<file path="config.mk">
export PLATFORM = sky130hd
export DESIGN_NAME = dam_mixer
export DESIGN_NICKNAME = d
export VERILOG_FILES = /design/src/dam_pkg.sv /design/src/dam_st_if.sv /design/src/dam_st_gain.sv /design/src/dam_mixer.sv
export SDC_FILE = /design/constraint.sdc
export NUM_CORES = 2
export LEC_CHECK = 0
export ABC_AREA = 1
export BUFFER_PORTS_ARGS = -buffer_cell sky130_fd_sc_hd__buf_2
export CAP_MARGIN = 20
export CORE_UTILIZATION = 40
export CTS_BUF_LIST = sky130_fd_sc_hd__clkbuf_8 sky130_fd_sc_hd__clkbuf_16
export DETAILED_ROUTE_END_ITERATION = 8
export PLACE_DENSITY = 0.68
export SYNTH_ARGS = -nofsm -noshare
export SYNTH_HDL_FRONTEND = slang
export SYNTH_SLANG_ARGS = --single-unit
</file>
<file path="constraint.sdc">
create_clock -name mclk_i -period 7.3 [get_ports mclk_i]
set_clock_uncertainty 0.1 [all_clocks]
set_input_delay 0.365 -clock mclk_i [delete_from_list [all_inputs] [get_ports mclk_i]]
set_output_delay 0.365 -clock mclk_i [all_outputs]
set_load 0.005 [all_outputs]
</file>
<file path="src/dam_pkg.sv">
// Shared constants and types of the digital audio mixer
package dam_pkg;
	localparam int SAMPLE_W = 24;
	localparam logic signed [SAMPLE_W-1:0] SAMPLE_MAX = 24'sh7fffff;
	localparam logic signed [SAMPLE_W-1:0] SAMPLE_MIN = 24'sh800000;
	// Register indexes; byte address is four times the index
	localparam logic [5:0] IDX_IFACE_ROUTING = 6'h18;
	localparam logic [5:0] IDX_DAC_SIDETONE = 6'h20;
	localparam logic [5:0] IDX_MIC_POLARITY = 6'h26;
	localparam logic [5:0] IDX_MIX_STATUS = 6'h27;
	// audio_iface_routing_ctrl fields
	localparam int DAC_L_INV_BIT = 12;
	localparam int DAC_R_INV_BIT = 11;
	localparam int BOOST_LSB = 9;
	localparam int TX_L_SRC_BIT = 7;
	localparam int TX_R_SRC_BIT = 6;
	localparam int DAC_L_SRC_BIT = 5;
	localparam int DAC_R_SRC_BIT = 4;
	localparam logic [15:0] ROUTING_RST = 16'h0050;
	localparam logic [15:0] ROUTING_MASK = 16'h1ef0;
	// dac_sidetone_ctrl fields
	localparam int ST_L_ATTEN_LSB = 8;
	localparam int ST_R_ATTEN_LSB = 4;
	localparam int ST_L_SRC_LSB = 2;
	localparam int ST_R_SRC_LSB = 0;
	localparam logic [15:0] SIDETONE_RST = 16'h0000;
	localparam logic [15:0] SIDETONE_MASK = 16'h0fff;
	localparam logic [1:0] ST_SRC_NONE = 2'h0;
	localparam logic [1:0] ST_SRC_LEFT = 2'h1;
	localparam logic [1:0] ST_SRC_RIGHT = 2'h2;
	// mic_polarity_ctrl fields
	localparam int MIC_L_INV_BIT = 1;
	localparam int MIC_R_INV_BIT = 0;
	localparam logic [15:0] POLARITY_RST = 16'h0000;
	localparam logic [15:0] POLARITY_MASK = 16'h0003;
	// Sidetone gain: code 12 and up is unity, 3dB per code below
	localparam logic [3:0] ST_UNITY_CODE = 4'hc;
	localparam logic signed [8:0] ST_HALF_STEP_MULT = 9'sh0b5;
	localparam int ST_MULT_SHIFT = 8;

	typedef struct packed {
		logic [15:0] routing;
		logic [15:0] sidetone;
		logic [15:0] polarity;
		logic [1:0] sat_flag;
		logic ack;
		logic [31:0] rdat;
		logic signed [SAMPLE_W-1:0] tx_l;
		logic signed [SAMPLE_W-1:0] tx_r;
		logic tx_v;
		logic signed [SAMPLE_W-1:0] st_l;
		logic signed [SAMPLE_W-1:0] st_r;
		logic signed [SAMPLE_W-1:0] dac_l;
		logic signed [SAMPLE_W-1:0] dac_r;
		logic dac_v;
	} dam_state_t;
endpackage : dam_pkg

</file>
<file path="src/dam_st_if.sv">
// Carrier between the mixer and one sidetone gain stage
`timescale 1ns/100ps
`default_nettype none
interface dam_st_if
	import dam_pkg::*;
	();
	logic signed [SAMPLE_W-1:0] sample;
	logic [3:0] code;
	logic signed [SAMPLE_W-1:0] gain;
	modport user (output sample, output code, input gain);
	modport stage (input sample, input code, output gain);
endinterface : dam_st_if
`default_nettype wire

</file>
<file path="src/dam_st_gain.sv">
// Sidetone attenuator: -36dB to 0dB in 3dB steps
`timescale 1ns/100ps
`default_nettype none
module dam_st_gain
	import dam_pkg::*;
	(
	dam_st_if.stage port
);
	logic [3:0] steps;
	logic [2:0] shift;
	logic signed [SAMPLE_W-1:0] shifted;
	logic signed [SAMPLE_W+8:0] prod;

	// Codes above unity saturate at 0dB
	assign steps = (port.code >= ST_UNITY_CODE) ? 4'h0 : ST_UNITY_CODE - port.code;
	// Each pair of steps is one 6dB shift, the odd step is x181/256
	assign shift = steps[3:1];
	assign shifted = port.sample >>> shift;
	assign prod = shifted * ST_HALF_STEP_MULT;
	assign port.gain = steps[0] ? prod[SAMPLE_W+ST_MULT_SHIFT-1:ST_MULT_SHIFT] : shifted;
endmodule : dam_st_gain
`default_nettype wire

</file>
<file path="src/dam_mixer.sv">
// Digital audio mixer core with Wishbone register slave
//
// Added by the designer: the Wishbone register port.
`timescale 1ns/100ps
`default_nettype none
module dam_mixer
	import dam_pkg::*;
	(
	input wire logic mclk_i,
	input wire logic arst_n_i,
	input wire logic wb_cyc_i,
	input wire logic wb_stb_i,
	input wire logic wb_we_i,
	input wire logic [7:0] wb_adr_i,
	input wire logic [3:0] wb_sel_i,
	input wire logic [31:0] wb_dat_i,
	output logic [31:0] wb_dat_o,
	output logic wb_ack_o,
	input wire logic mic_valid_i,
	input wire logic signed [SAMPLE_W-1:0] mic_left_i,
	input wire logic signed [SAMPLE_W-1:0] mic_right_i,
	input wire logic signed [SAMPLE_W-1:0] mic_hpf_left_i,
	input wire logic signed [SAMPLE_W-1:0] mic_hpf_right_i,
	input wire logic rx_valid_i,
	input wire logic signed [SAMPLE_W-1:0] rx_left_i,
	input wire logic signed [SAMPLE_W-1:0] rx_right_i,
	output logic tx_valid_o,
	output logic signed [SAMPLE_W-1:0] tx_left_o,
	output logic signed [SAMPLE_W-1:0] tx_right_o,
	output logic dac_valid_o,
	output logic signed [SAMPLE_W-1:0] dac_left_o,
	output logic signed [SAMPLE_W-1:0] dac_right_o
);
	dam_state_t r;
	dam_state_t next_r;
	logic signed [SAMPLE_W-1:0] st_gain [2];
	logic [1:0] st_src [2];

	// Negating full negative scale would wrap, so clamp it
	function automatic logic signed [SAMPLE_W-1:0] neg_sat(input logic signed [SAMPLE_W-1:0] x);
		if (x == SAMPLE_MIN) begin
			return SAMPLE_MAX;
		end
		return -x;
	endfunction : neg_sat

	function automatic logic signed [SAMPLE_W-1:0] clip(input logic signed [SAMPLE_W+3:0] v);
		if ((&v[SAMPLE_W+3:SAMPLE_W-1]) || !(|v[SAMPLE_W+3:SAMPLE_W-1])) begin
			return v[SAMPLE_W-1:0];
		end
		return v[SAMPLE_W+3] ? SAMPLE_MIN : SAMPLE_MAX;
	endfunction : clip

	function automatic logic sum_over(input logic signed [SAMPLE_W+3:0] v);
		return !((&v[SAMPLE_W+3:SAMPLE_W-1]) || !(|v[SAMPLE_W+3:SAMPLE_W-1]));
	endfunction : sum_over

	assign st_src[0] = r.sidetone[ST_L_SRC_LSB +: 2];
	assign st_src[1] = r.sidetone[ST_R_SRC_LSB +: 2];

	// One sidetone stage per DAC channel
	dam_st_if st_bus [2] ();
	genvar gi;
	generate
		for (gi = 0; gi < 2; gi++) begin : g_st
			// Reserved source code 11 mixes nothing
			assign st_bus[gi].sample = (st_src[gi] == ST_SRC_LEFT) ? r.st_l :
				(st_src[gi] == ST_SRC_RIGHT) ? r.st_r : '0;
			assign st_bus[gi].code = (gi == 0) ? r.sidetone[ST_L_ATTEN_LSB +: 4] :
				r.sidetone[ST_R_ATTEN_LSB +: 4];
			dam_st_gain u_gain (
				.port(st_bus[gi])
			);
			assign st_gain[gi] = st_bus[gi].gain;
		end
	endgenerate

	always_comb begin
		logic [5:0] idx;
		logic [15:0] wmask;
		logic signed [SAMPLE_W-1:0] mic_l;
		logic signed [SAMPLE_W-1:0] mic_r;
		logic signed [SAMPLE_W-1:0] rx_sel [2];
		logic signed [SAMPLE_W+3:0] boosted [2];
		logic signed [SAMPLE_W+3:0] sum [2];
		logic [1:0] sat_set;
		logic [1:0] sat_clr;
		idx = wb_adr_i[7:2];
		wmask = {{8{wb_sel_i[1]}}, {8{wb_sel_i[0]}}};
		mic_l = '0;
		mic_r = '0;
		rx_sel[0] = '0;
		rx_sel[1] = '0;
		boosted[0] = '0;
		boosted[1] = '0;
		sum[0] = '0;
		sum[1] = '0;
		sat_set = 2'h0;
		sat_clr = 2'h0;
		next_r = r;

		// Classic slave: answer one cycle after the strobe, drop after one
		next_r.ack = wb_cyc_i && wb_stb_i && !r.ack;
		next_r.rdat = 32'h0;
		if (wb_cyc_i && wb_stb_i && !r.ack) begin
			case (idx)
				IDX_IFACE_ROUTING: begin
					next_r.rdat = {16'h0, r.routing & ROUTING_MASK};
					if (wb_we_i) begin
						next_r.routing = (r.routing & ~(wmask & ROUTING_MASK)) |
							(wb_dat_i[15:0] & wmask & ROUTING_MASK);
					end
				end
				IDX_DAC_SIDETONE: begin
					next_r.rdat = {16'h0, r.sidetone & SIDETONE_MASK};
					if (wb_we_i) begin
						next_r.sidetone = (r.sidetone & ~(wmask & SIDETONE_MASK)) |
							(wb_dat_i[15:0] & wmask & SIDETONE_MASK);
					end
				end
				IDX_MIC_POLARITY: begin
					next_r.rdat = {16'h0, r.polarity & POLARITY_MASK};
					if (wb_we_i) begin
						next_r.polarity = (r.polarity & ~(wmask & POLARITY_MASK)) |
							(wb_dat_i[15:0] & wmask & POLARITY_MASK);
					end
				end
				IDX_MIX_STATUS: begin
					next_r.rdat = {30'h0, r.sat_flag};
					if (wb_we_i && wb_sel_i[0]) begin
						sat_clr = wb_dat_i[1:0];
					end
				end
				default: begin
					next_r.rdat = 32'h0;
				end
			endcase
		end

		// Microphone side: polarity first, then slot routing
		mic_l = r.polarity[MIC_L_INV_BIT] ? neg_sat(mic_left_i) : mic_left_i;
		mic_r = r.polarity[MIC_R_INV_BIT] ? neg_sat(mic_right_i) : mic_right_i;
		next_r.tx_v = mic_valid_i;
		if (mic_valid_i) begin
			next_r.tx_l = r.routing[TX_L_SRC_BIT] ? mic_r : mic_l;
			next_r.tx_r = r.routing[TX_R_SRC_BIT] ? mic_r : mic_l;
			// Sidetone holds the filtered sample, not the raw one
			next_r.st_l = r.polarity[MIC_L_INV_BIT] ? neg_sat(mic_hpf_left_i) :
				mic_hpf_left_i;
			next_r.st_r = r.polarity[MIC_R_INV_BIT] ? neg_sat(mic_hpf_right_i) :
				mic_hpf_right_i;
		end

		// Receive side: source, invert, boost, then sidetone sum
		rx_sel[0] = r.routing[DAC_L_SRC_BIT] ? rx_right_i : rx_left_i;
		rx_sel[1] = r.routing[DAC_R_SRC_BIT] ? rx_right_i : rx_left_i;
		if (r.routing[DAC_L_INV_BIT]) begin
			rx_sel[0] = neg_sat(rx_sel[0]);
		end
		if (r.routing[DAC_R_INV_BIT]) begin
			rx_sel[1] = neg_sat(rx_sel[1]);
		end
		for (int ch = 0; ch < 2; ch++) begin
			boosted[ch] = {{4{rx_sel[ch][SAMPLE_W-1]}}, rx_sel[ch]} <<<
				r.routing[BOOST_LSB +: 2];
			sum[ch] = boosted[ch] + {{4{st_gain[ch][SAMPLE_W-1]}}, st_gain[ch]};
		end
		next_r.dac_v = rx_valid_i;
		if (rx_valid_i) begin
			next_r.dac_l = clip(sum[0]);
			next_r.dac_r = clip(sum[1]);
			sat_set = {sum_over(sum[1]), sum_over(sum[0])};
		end
		// A clip in the same cycle as a clear is kept
		next_r.sat_flag = (r.sat_flag & ~sat_clr) | sat_set;
	end

	always_ff @(posedge mclk_i or negedge arst_n_i) begin
		if (!arst_n_i) begin
			r <= '0;
			r.routing <= ROUTING_RST;
			r.sidetone <= SIDETONE_RST;
			r.polarity <= POLARITY_RST;
		end else begin
			r <= next_r;
		end
	end

	assign wb_dat_o = r.rdat;
	assign wb_ack_o = r.ack;
	assign tx_valid_o = r.tx_v;
	assign tx_left_o = r.tx_l;
	assign tx_right_o = r.tx_r;
	assign dac_valid_o = r.dac_v;
	assign dac_left_o = r.dac_l;
	assign dac_right_o = r.dac_r;

	logic plain_rx_l;
	logic plain_rx_r;
	assign plain_rx_l = r.routing[BOOST_LSB +: 2] == 2'h0 && st_src[0] == ST_SRC_NONE &&
		!r.routing[DAC_L_INV_BIT];
	assign plain_rx_r = r.routing[BOOST_LSB +: 2] == 2'h0 && st_src[1] == ST_SRC_NONE &&
		!r.routing[DAC_R_INV_BIT];
endmodule : dam_mixer
`default_nettype wire

</file>
==> After elaboration in Yosys (flattened, before gate mapping) <==
Cells that the tools add are included.
{ "classes": {"add_sub_neg": 10, "n_mul": 2, "n_lt_le_gt_ge": 2, "eq_ne": 14, "shift": 4, "muxes": 56, "n_bitwise": 13, "n_reduce_logical": 17} }
{ "op_table": {"columns": ["op", "count"], "rows": [
  ["24-bit two-way mux", 34],
  ["24-bit equality test (second input constant)", 6],
  ["24-bit negator", 6],
  ["24-bit by 9-bit multiplier with 32-bit output (second input constant)", 2],
  ["28-bit adder", 2],
  ["28-bit by 2-bit <<< shifter with 28-bit output", 2],
  ["13-bit case mux with 4 select lines", 1],
  ["16-bit bitwise AND", 3],
  ["24-bit by 3-bit >>> shifter with 24-bit output", 2],
  ["32-bit two-way mux", 1],
  ["6-bit equality test (second input constant)", 3],
  ["12-bit inverter with 16-bit output", 1],
  ["13-bit inverter with 16-bit output", 1],
  ["2-bit inverter with 16-bit output", 1],
  ["16-bit by 12-bit bitwise OR with 16-bit output", 1],
  ["16-bit by 13-bit bitwise OR with 16-bit output", 1],
  ["16-bit by 2-bit bitwise OR with 16-bit output", 1],
  ["1-bit two-way mux", 14],
  ["13-bit bitwise AND", 1],
  ["5-bit AND reduction", 2],
  ["5-bit OR reduction", 2],
  ["3-bit AND reduction", 3],
  ["4-bit greater-or-equal comparator (second input constant)", 2],
  ["2-bit two-way mux", 4],
  ["other kinds (11)", 22]
]} }
{ "word_totals": {"reg_bits": 229, "in_bits": 195} }

==> Depth between registers and ports, before layout <==
{ "logic_depth": {"ltp_word": 14, "depth_mapped": 50, "mapped_depth_nobuf": 48} }

==> Modules after synthesis <==
A second synthesis with hierarchy kept.
{ "unflattened": {"cells_unflattened": 4778, "hier_area_um2": 30556.8} }
{ "by_module_without_submodules": {"columns": ["mod", "n_inst", "cells_each", "area_per_inst_um2", "seq_area_each_um2"], "rows": [
  ["dam_mixer", 1, 2994, 18749.2, 4606.9],
  ["dam_st_gain at g_st[0].u_gain", 1, 895, 5975.7, 0.0],
  ["dam_st_gain at g_st[1].u_gain", 1, 889, 5831.8, 0.0]
]} }

==> Worst setup path after synthesis <==
Ideal clock, no wire load.
{ "synth_timing": {"path_type": "flip-flop to flip-flop", "start": "register (tool-made name)", "end": "register r (netlist bit dac_right_o[10])", "setup_ps": 126, "t_arrival_ps": 7133, "setup_slack_ps": -59, "path_stages_with_launch": 43, "cell_sequence": "dfrtp_1 -> inv_1 -> ha_1 -> inv_1 -> nor2_1 -> a21oi_1 -> buf_2 -> buf_1 -> o21ai_0 -> o21ai_0 -> inv_1 -> ha_1 -> inv_1 -> fa_1 -> inv_1 -> ha_1 -> inv_1 -> fa_1 -> [7 not listed] -> nand2_1 -> nand2_1 -> nand2_1 -> or2_2 -> nand3_1 -> o21ai_0 -> fa_1 -> nand3_1 -> nand2_1 -> a31oi_1 -> o21ai_0 -> nand2_1 -> o211ai_1 -> xor2_1 -> nand3_1 -> a21oi_1 -> buf_2 -> a21oi_1"} }
{ "synth_lines": {"columns": ["item", "line_no", "source"], "rows": [
  ["end signal: assignment", "dam_mixer.sv:185", "r <= next_r;"],
  ["end: declaration", "dam_mixer.sv:34", "dam_state_t r;"]
]} }

==> impl_metrics.py <==
metrics = {
    "floorplanning": {
        "die_area_um2": 70900,
        "dieWidth_um": 266,
        "start_util_pct": 40.6,
        "core_area_um2": 68800,
        "die_h_um": 266,
        "io_pins": 326,
        "num_rows": 96,
    },
    "synth": {
        "ys_async_sr_fraction_pct": 100,
        "ys_types": 65,
        "netlist_area_um2": 28000,
        "ys_seq_elements": 184,
        "yosysTopAreaCell": "dfrtp_1",
        "ys.warnings.count": 0,
        "ys.flop_type": "dfrtp_1",
        "yosys-top-cells-area": "dfrtp_1 16%, nand2_1 13%, ha_1 9.8%",
        "synth-edff-count": 0,
        "yosysSeqAreaShare_pct": 16.5,
        "synth_cells": 4309,
        "synth_top_area_share_pct": 16.3,
        "postSynthAreaPerCell_um2": 6.49,
    },
    "detailed_routing": {
        "vias_per_cell": 5.21,
        "drc_errors": 0,
        "firstDrtPassIters": 6,
        "routedWlPerCell_um": 17.1,
        "postRouteAntennaNets": 0,
        "first_iter_violations": 2239,
        "routed_wl_mm": 102,
        "vias": 31000,
    },
    "setup_path": {
        "ff2ff_path_depth": 41,
        "r2r_end": "dac_right_o[17]$_DFFE_PN0P_",
        "crit_top_cell": "inv_2",
        "worstPathArrival_ns": 7.74,
        "crit_fanout": 6,
        "slowest_delay_ns": 0.51,
        "end_kind": "register",
        "crit_path_start_kind": "register",
        "critical_path_class": "reg2reg",
        "cp_slowest_cell": "fa_1",
        "required_ns": 7.59,
        "rrSetupSlack_ns": -0.15,
    },
    "sta": {
        "setup_slack_ns": -0.154,
        "rsz0062_at_grt": "yes",
        "maxSlewHeadroom_pct": 32.8,
        "max_freq_mhz": 134,
        "worstMarginPinSlew_ns": 1.01,
        "period_minus_slack_ns": 7.45,
        "maxSlewViolCount": 0,
        "setup_viol_count_final": 47,
        "tns_ns": -4.63,
        "timing.final.crit_share_pct": 102,
        "hold_viol": 0,
    },
    "worst_hold_path": {
        "hp-start": "wb_dat_i[3]",
        "hold_class": "in2reg",
        "holdPathStages": 3,
    },
    "clock_tree": {
        "h-tree-depth": 4,
        "clock_tree.buffer_depth": 2,
        "clk_latency_ns": 0.51,
        "cts_tree": "done",
        "cts_buffers": 17,
        "cts_root_buf": "clkbuf_16",
        "path_clk_slew_ns": 0.09,
        "numClockSinks": 184,
    },
    "place": {
        "place_hpwl_mm": 78.3,
        "portBuffers": 283,
        "post-place-ws_ns": -0.539,
        "gp_congestion": 0.995,
        "dp_cells": 5793,
    },
    "layout": {
        "areaGrowthSynthToFinish_pct": 37.9,
        "drive_above_1_share_pct": 32.9,
        "finalNonFillerCells": 5942,
        "nNetsFinal": 5533,
    },
    "run": {
        "cap_violations": 0,
    },
    "grt": {
        "grt_max_degree": 89,
        "track_usage_pct": 26.7,
        "grt_pass1_wl_mm": 150,
        "grt_pass1_vias": 28800,
        "antenna_found_initial": 17,
        "grt.overflow.total": 0,
    },
    "power": {
        "power_density_nw_per_um2": 153,
        "vdd_drop_max_mv": 0.119,
        "p_leak_nw": 19.2,
        "power.total_mw": 5.91,
    },
    "status": {
        "status": "finished, violations left",
        "violations": "setup timing",
    },
}
cell usage after synthesis, types with 30 or more instances:
cell type,number
o22ai_1,30
o21ai_0,283
xnor2_1,76
clkbuf_1,82
mux2i_1,33
buf_2,31
fa_1,130
inv_1,650
nor2_1,444
xor2_1,114
o21ai_1,49
nand3_1,297
buf_4,133
a21oi_1,257
nor3_1,60
ha_1,218
a31oi_1,32
dfrtp_1,182
nand2_1,959
worst max-delay path by stage:
stage | from | end | slack (ns) | cells past startpoint
after detailed placement | register | dac_left_o[0]$_DFFE_PN0P_ | -0.54 | 40
after global placement | register | dac_left_o[6]$_DFFE_PN0P_ | -0.44 | 40
after CTS | register | dac_right_o[18]$_DFFE_PN0P_ | -0.02 | 44
final | register | dac_right_o[17]$_DFFE_PN0P_ | -0.15 | 41
after floorplan | register | dac_right_o[10]$_DFFE_PN0P_ | 0.007 | 39
after global routing | register | dac_right_o[17]$_DFFE_PN0P_ | -0.52 | 43
cells in the final DEF, fill, tap and decap left out, types with 15 or more instances in the layout:
cell type,instances
nor2_4,20
a21oi_2,114
nand2_4,35
o21ai_1,66
o22ai_2,15
o21ai_0,191
xnor2_1,73
mux2i_1,15
ha_1,140
a21oi_4,16
inv_1,574
nand2_1,846
nand4_1,27
xor2_1,112
nor3_1,41
fa_1,129
nand3_1,268
nor2_2,36
nor2_1,392
or2_2,18
buf_6,39
o21a_1,18
buf_4,560
buf_12,15
a21oi_1,130
o21ai_2,70
a22oi_1,18
nor3_2,18
ha_4,70
buf_2,283
clkbuf_16,26
nand2_2,79
inv_2,77
nand3_2,26
conb_1,19
dfrtp_1,181
timing repair:
| action | 4_1_cts | 5_1_grt |
|---|---|---|
| cloned | 3 | 14 |
| resized for setup | 202 | 717 |
| hold buffers | 2 | 0 |
| pin swaps | 72 | 239 |
| buffers inserted | 24 | 67 |
| endpoints found under the setup margin | 49 | 50 |
| endpoints found under the hold margin | 87 | 0 |
critical path, delay by kind of cell (launching register included):
family	cells	cell delay [ns]
adder cells (fa/ha/maj)	7	2.44
AO/OA/AOI/OAI	8	1.47
AND/OR/NAND/NOR	12	1.30
buffers and inverters	11	0.99
flip-flops	1	0.40
multiplexers	2	0.40
XOR/XNOR	1	0.19
per-stage QoR:
stage,instance area (um^2),hold WS (ns),util [%]
after detailed placement,33100,0.359,48.1
final,38500,0.0171,56.0
after CTS,34800,0.000376,50.6
after global routing,38500,0.0191,56.0
after global placement,33100,0.360,48.1
after floorplan,28000,-0.0306,-
area by class of cell:
type                    count  area, um^2
clock inverters            15         229
inverters                 661        2500
repair buffers            913        6700
well taps                 931        1160
flip-flops and latches    184        4610
repair inverters            1        5.00
diodes                      8        20.0
clock buffers              17         425
fillers                  6292       30300
multi-input cells        3212       22900
cells by family after synthesis:
group / Yosys count / synth area share (%)
and+or+nand+nor: 1849 / 27.4
xor gates and xnor gates: 190 / 5.95
AOI/OAI and AO/OA: 772 / 15.4
buffers and inverters: 932 / 14.5
muxes: 33 / 1.18
DFF: 184 / 16.5
adders and majority gates: 348 / 19.1
other: 1 / 0.0134
power breakdown:
group,internal [mW],total [mW],switching [mW]
combinational,1.69,3.64,1.95
clock,0.493,1.07,0.580
sequential,1.12,1.19,0.0687
per-layer routing:
| layer | wire length, um | up-vias | track usage (%) |
|---|---|---|---|
| met5 | 107 | - | 0 |
| met3 | 7580 | 233 | 5.07 |
| li1 | - | 15100 | - |
| met2 | 47500 | 1096 | 44.6 |
| met4 | 4120 | 18 | 9.88 |
| met1 | 42300 | 14500 | 34.1 |
Power figures use the tool's default switching activity.
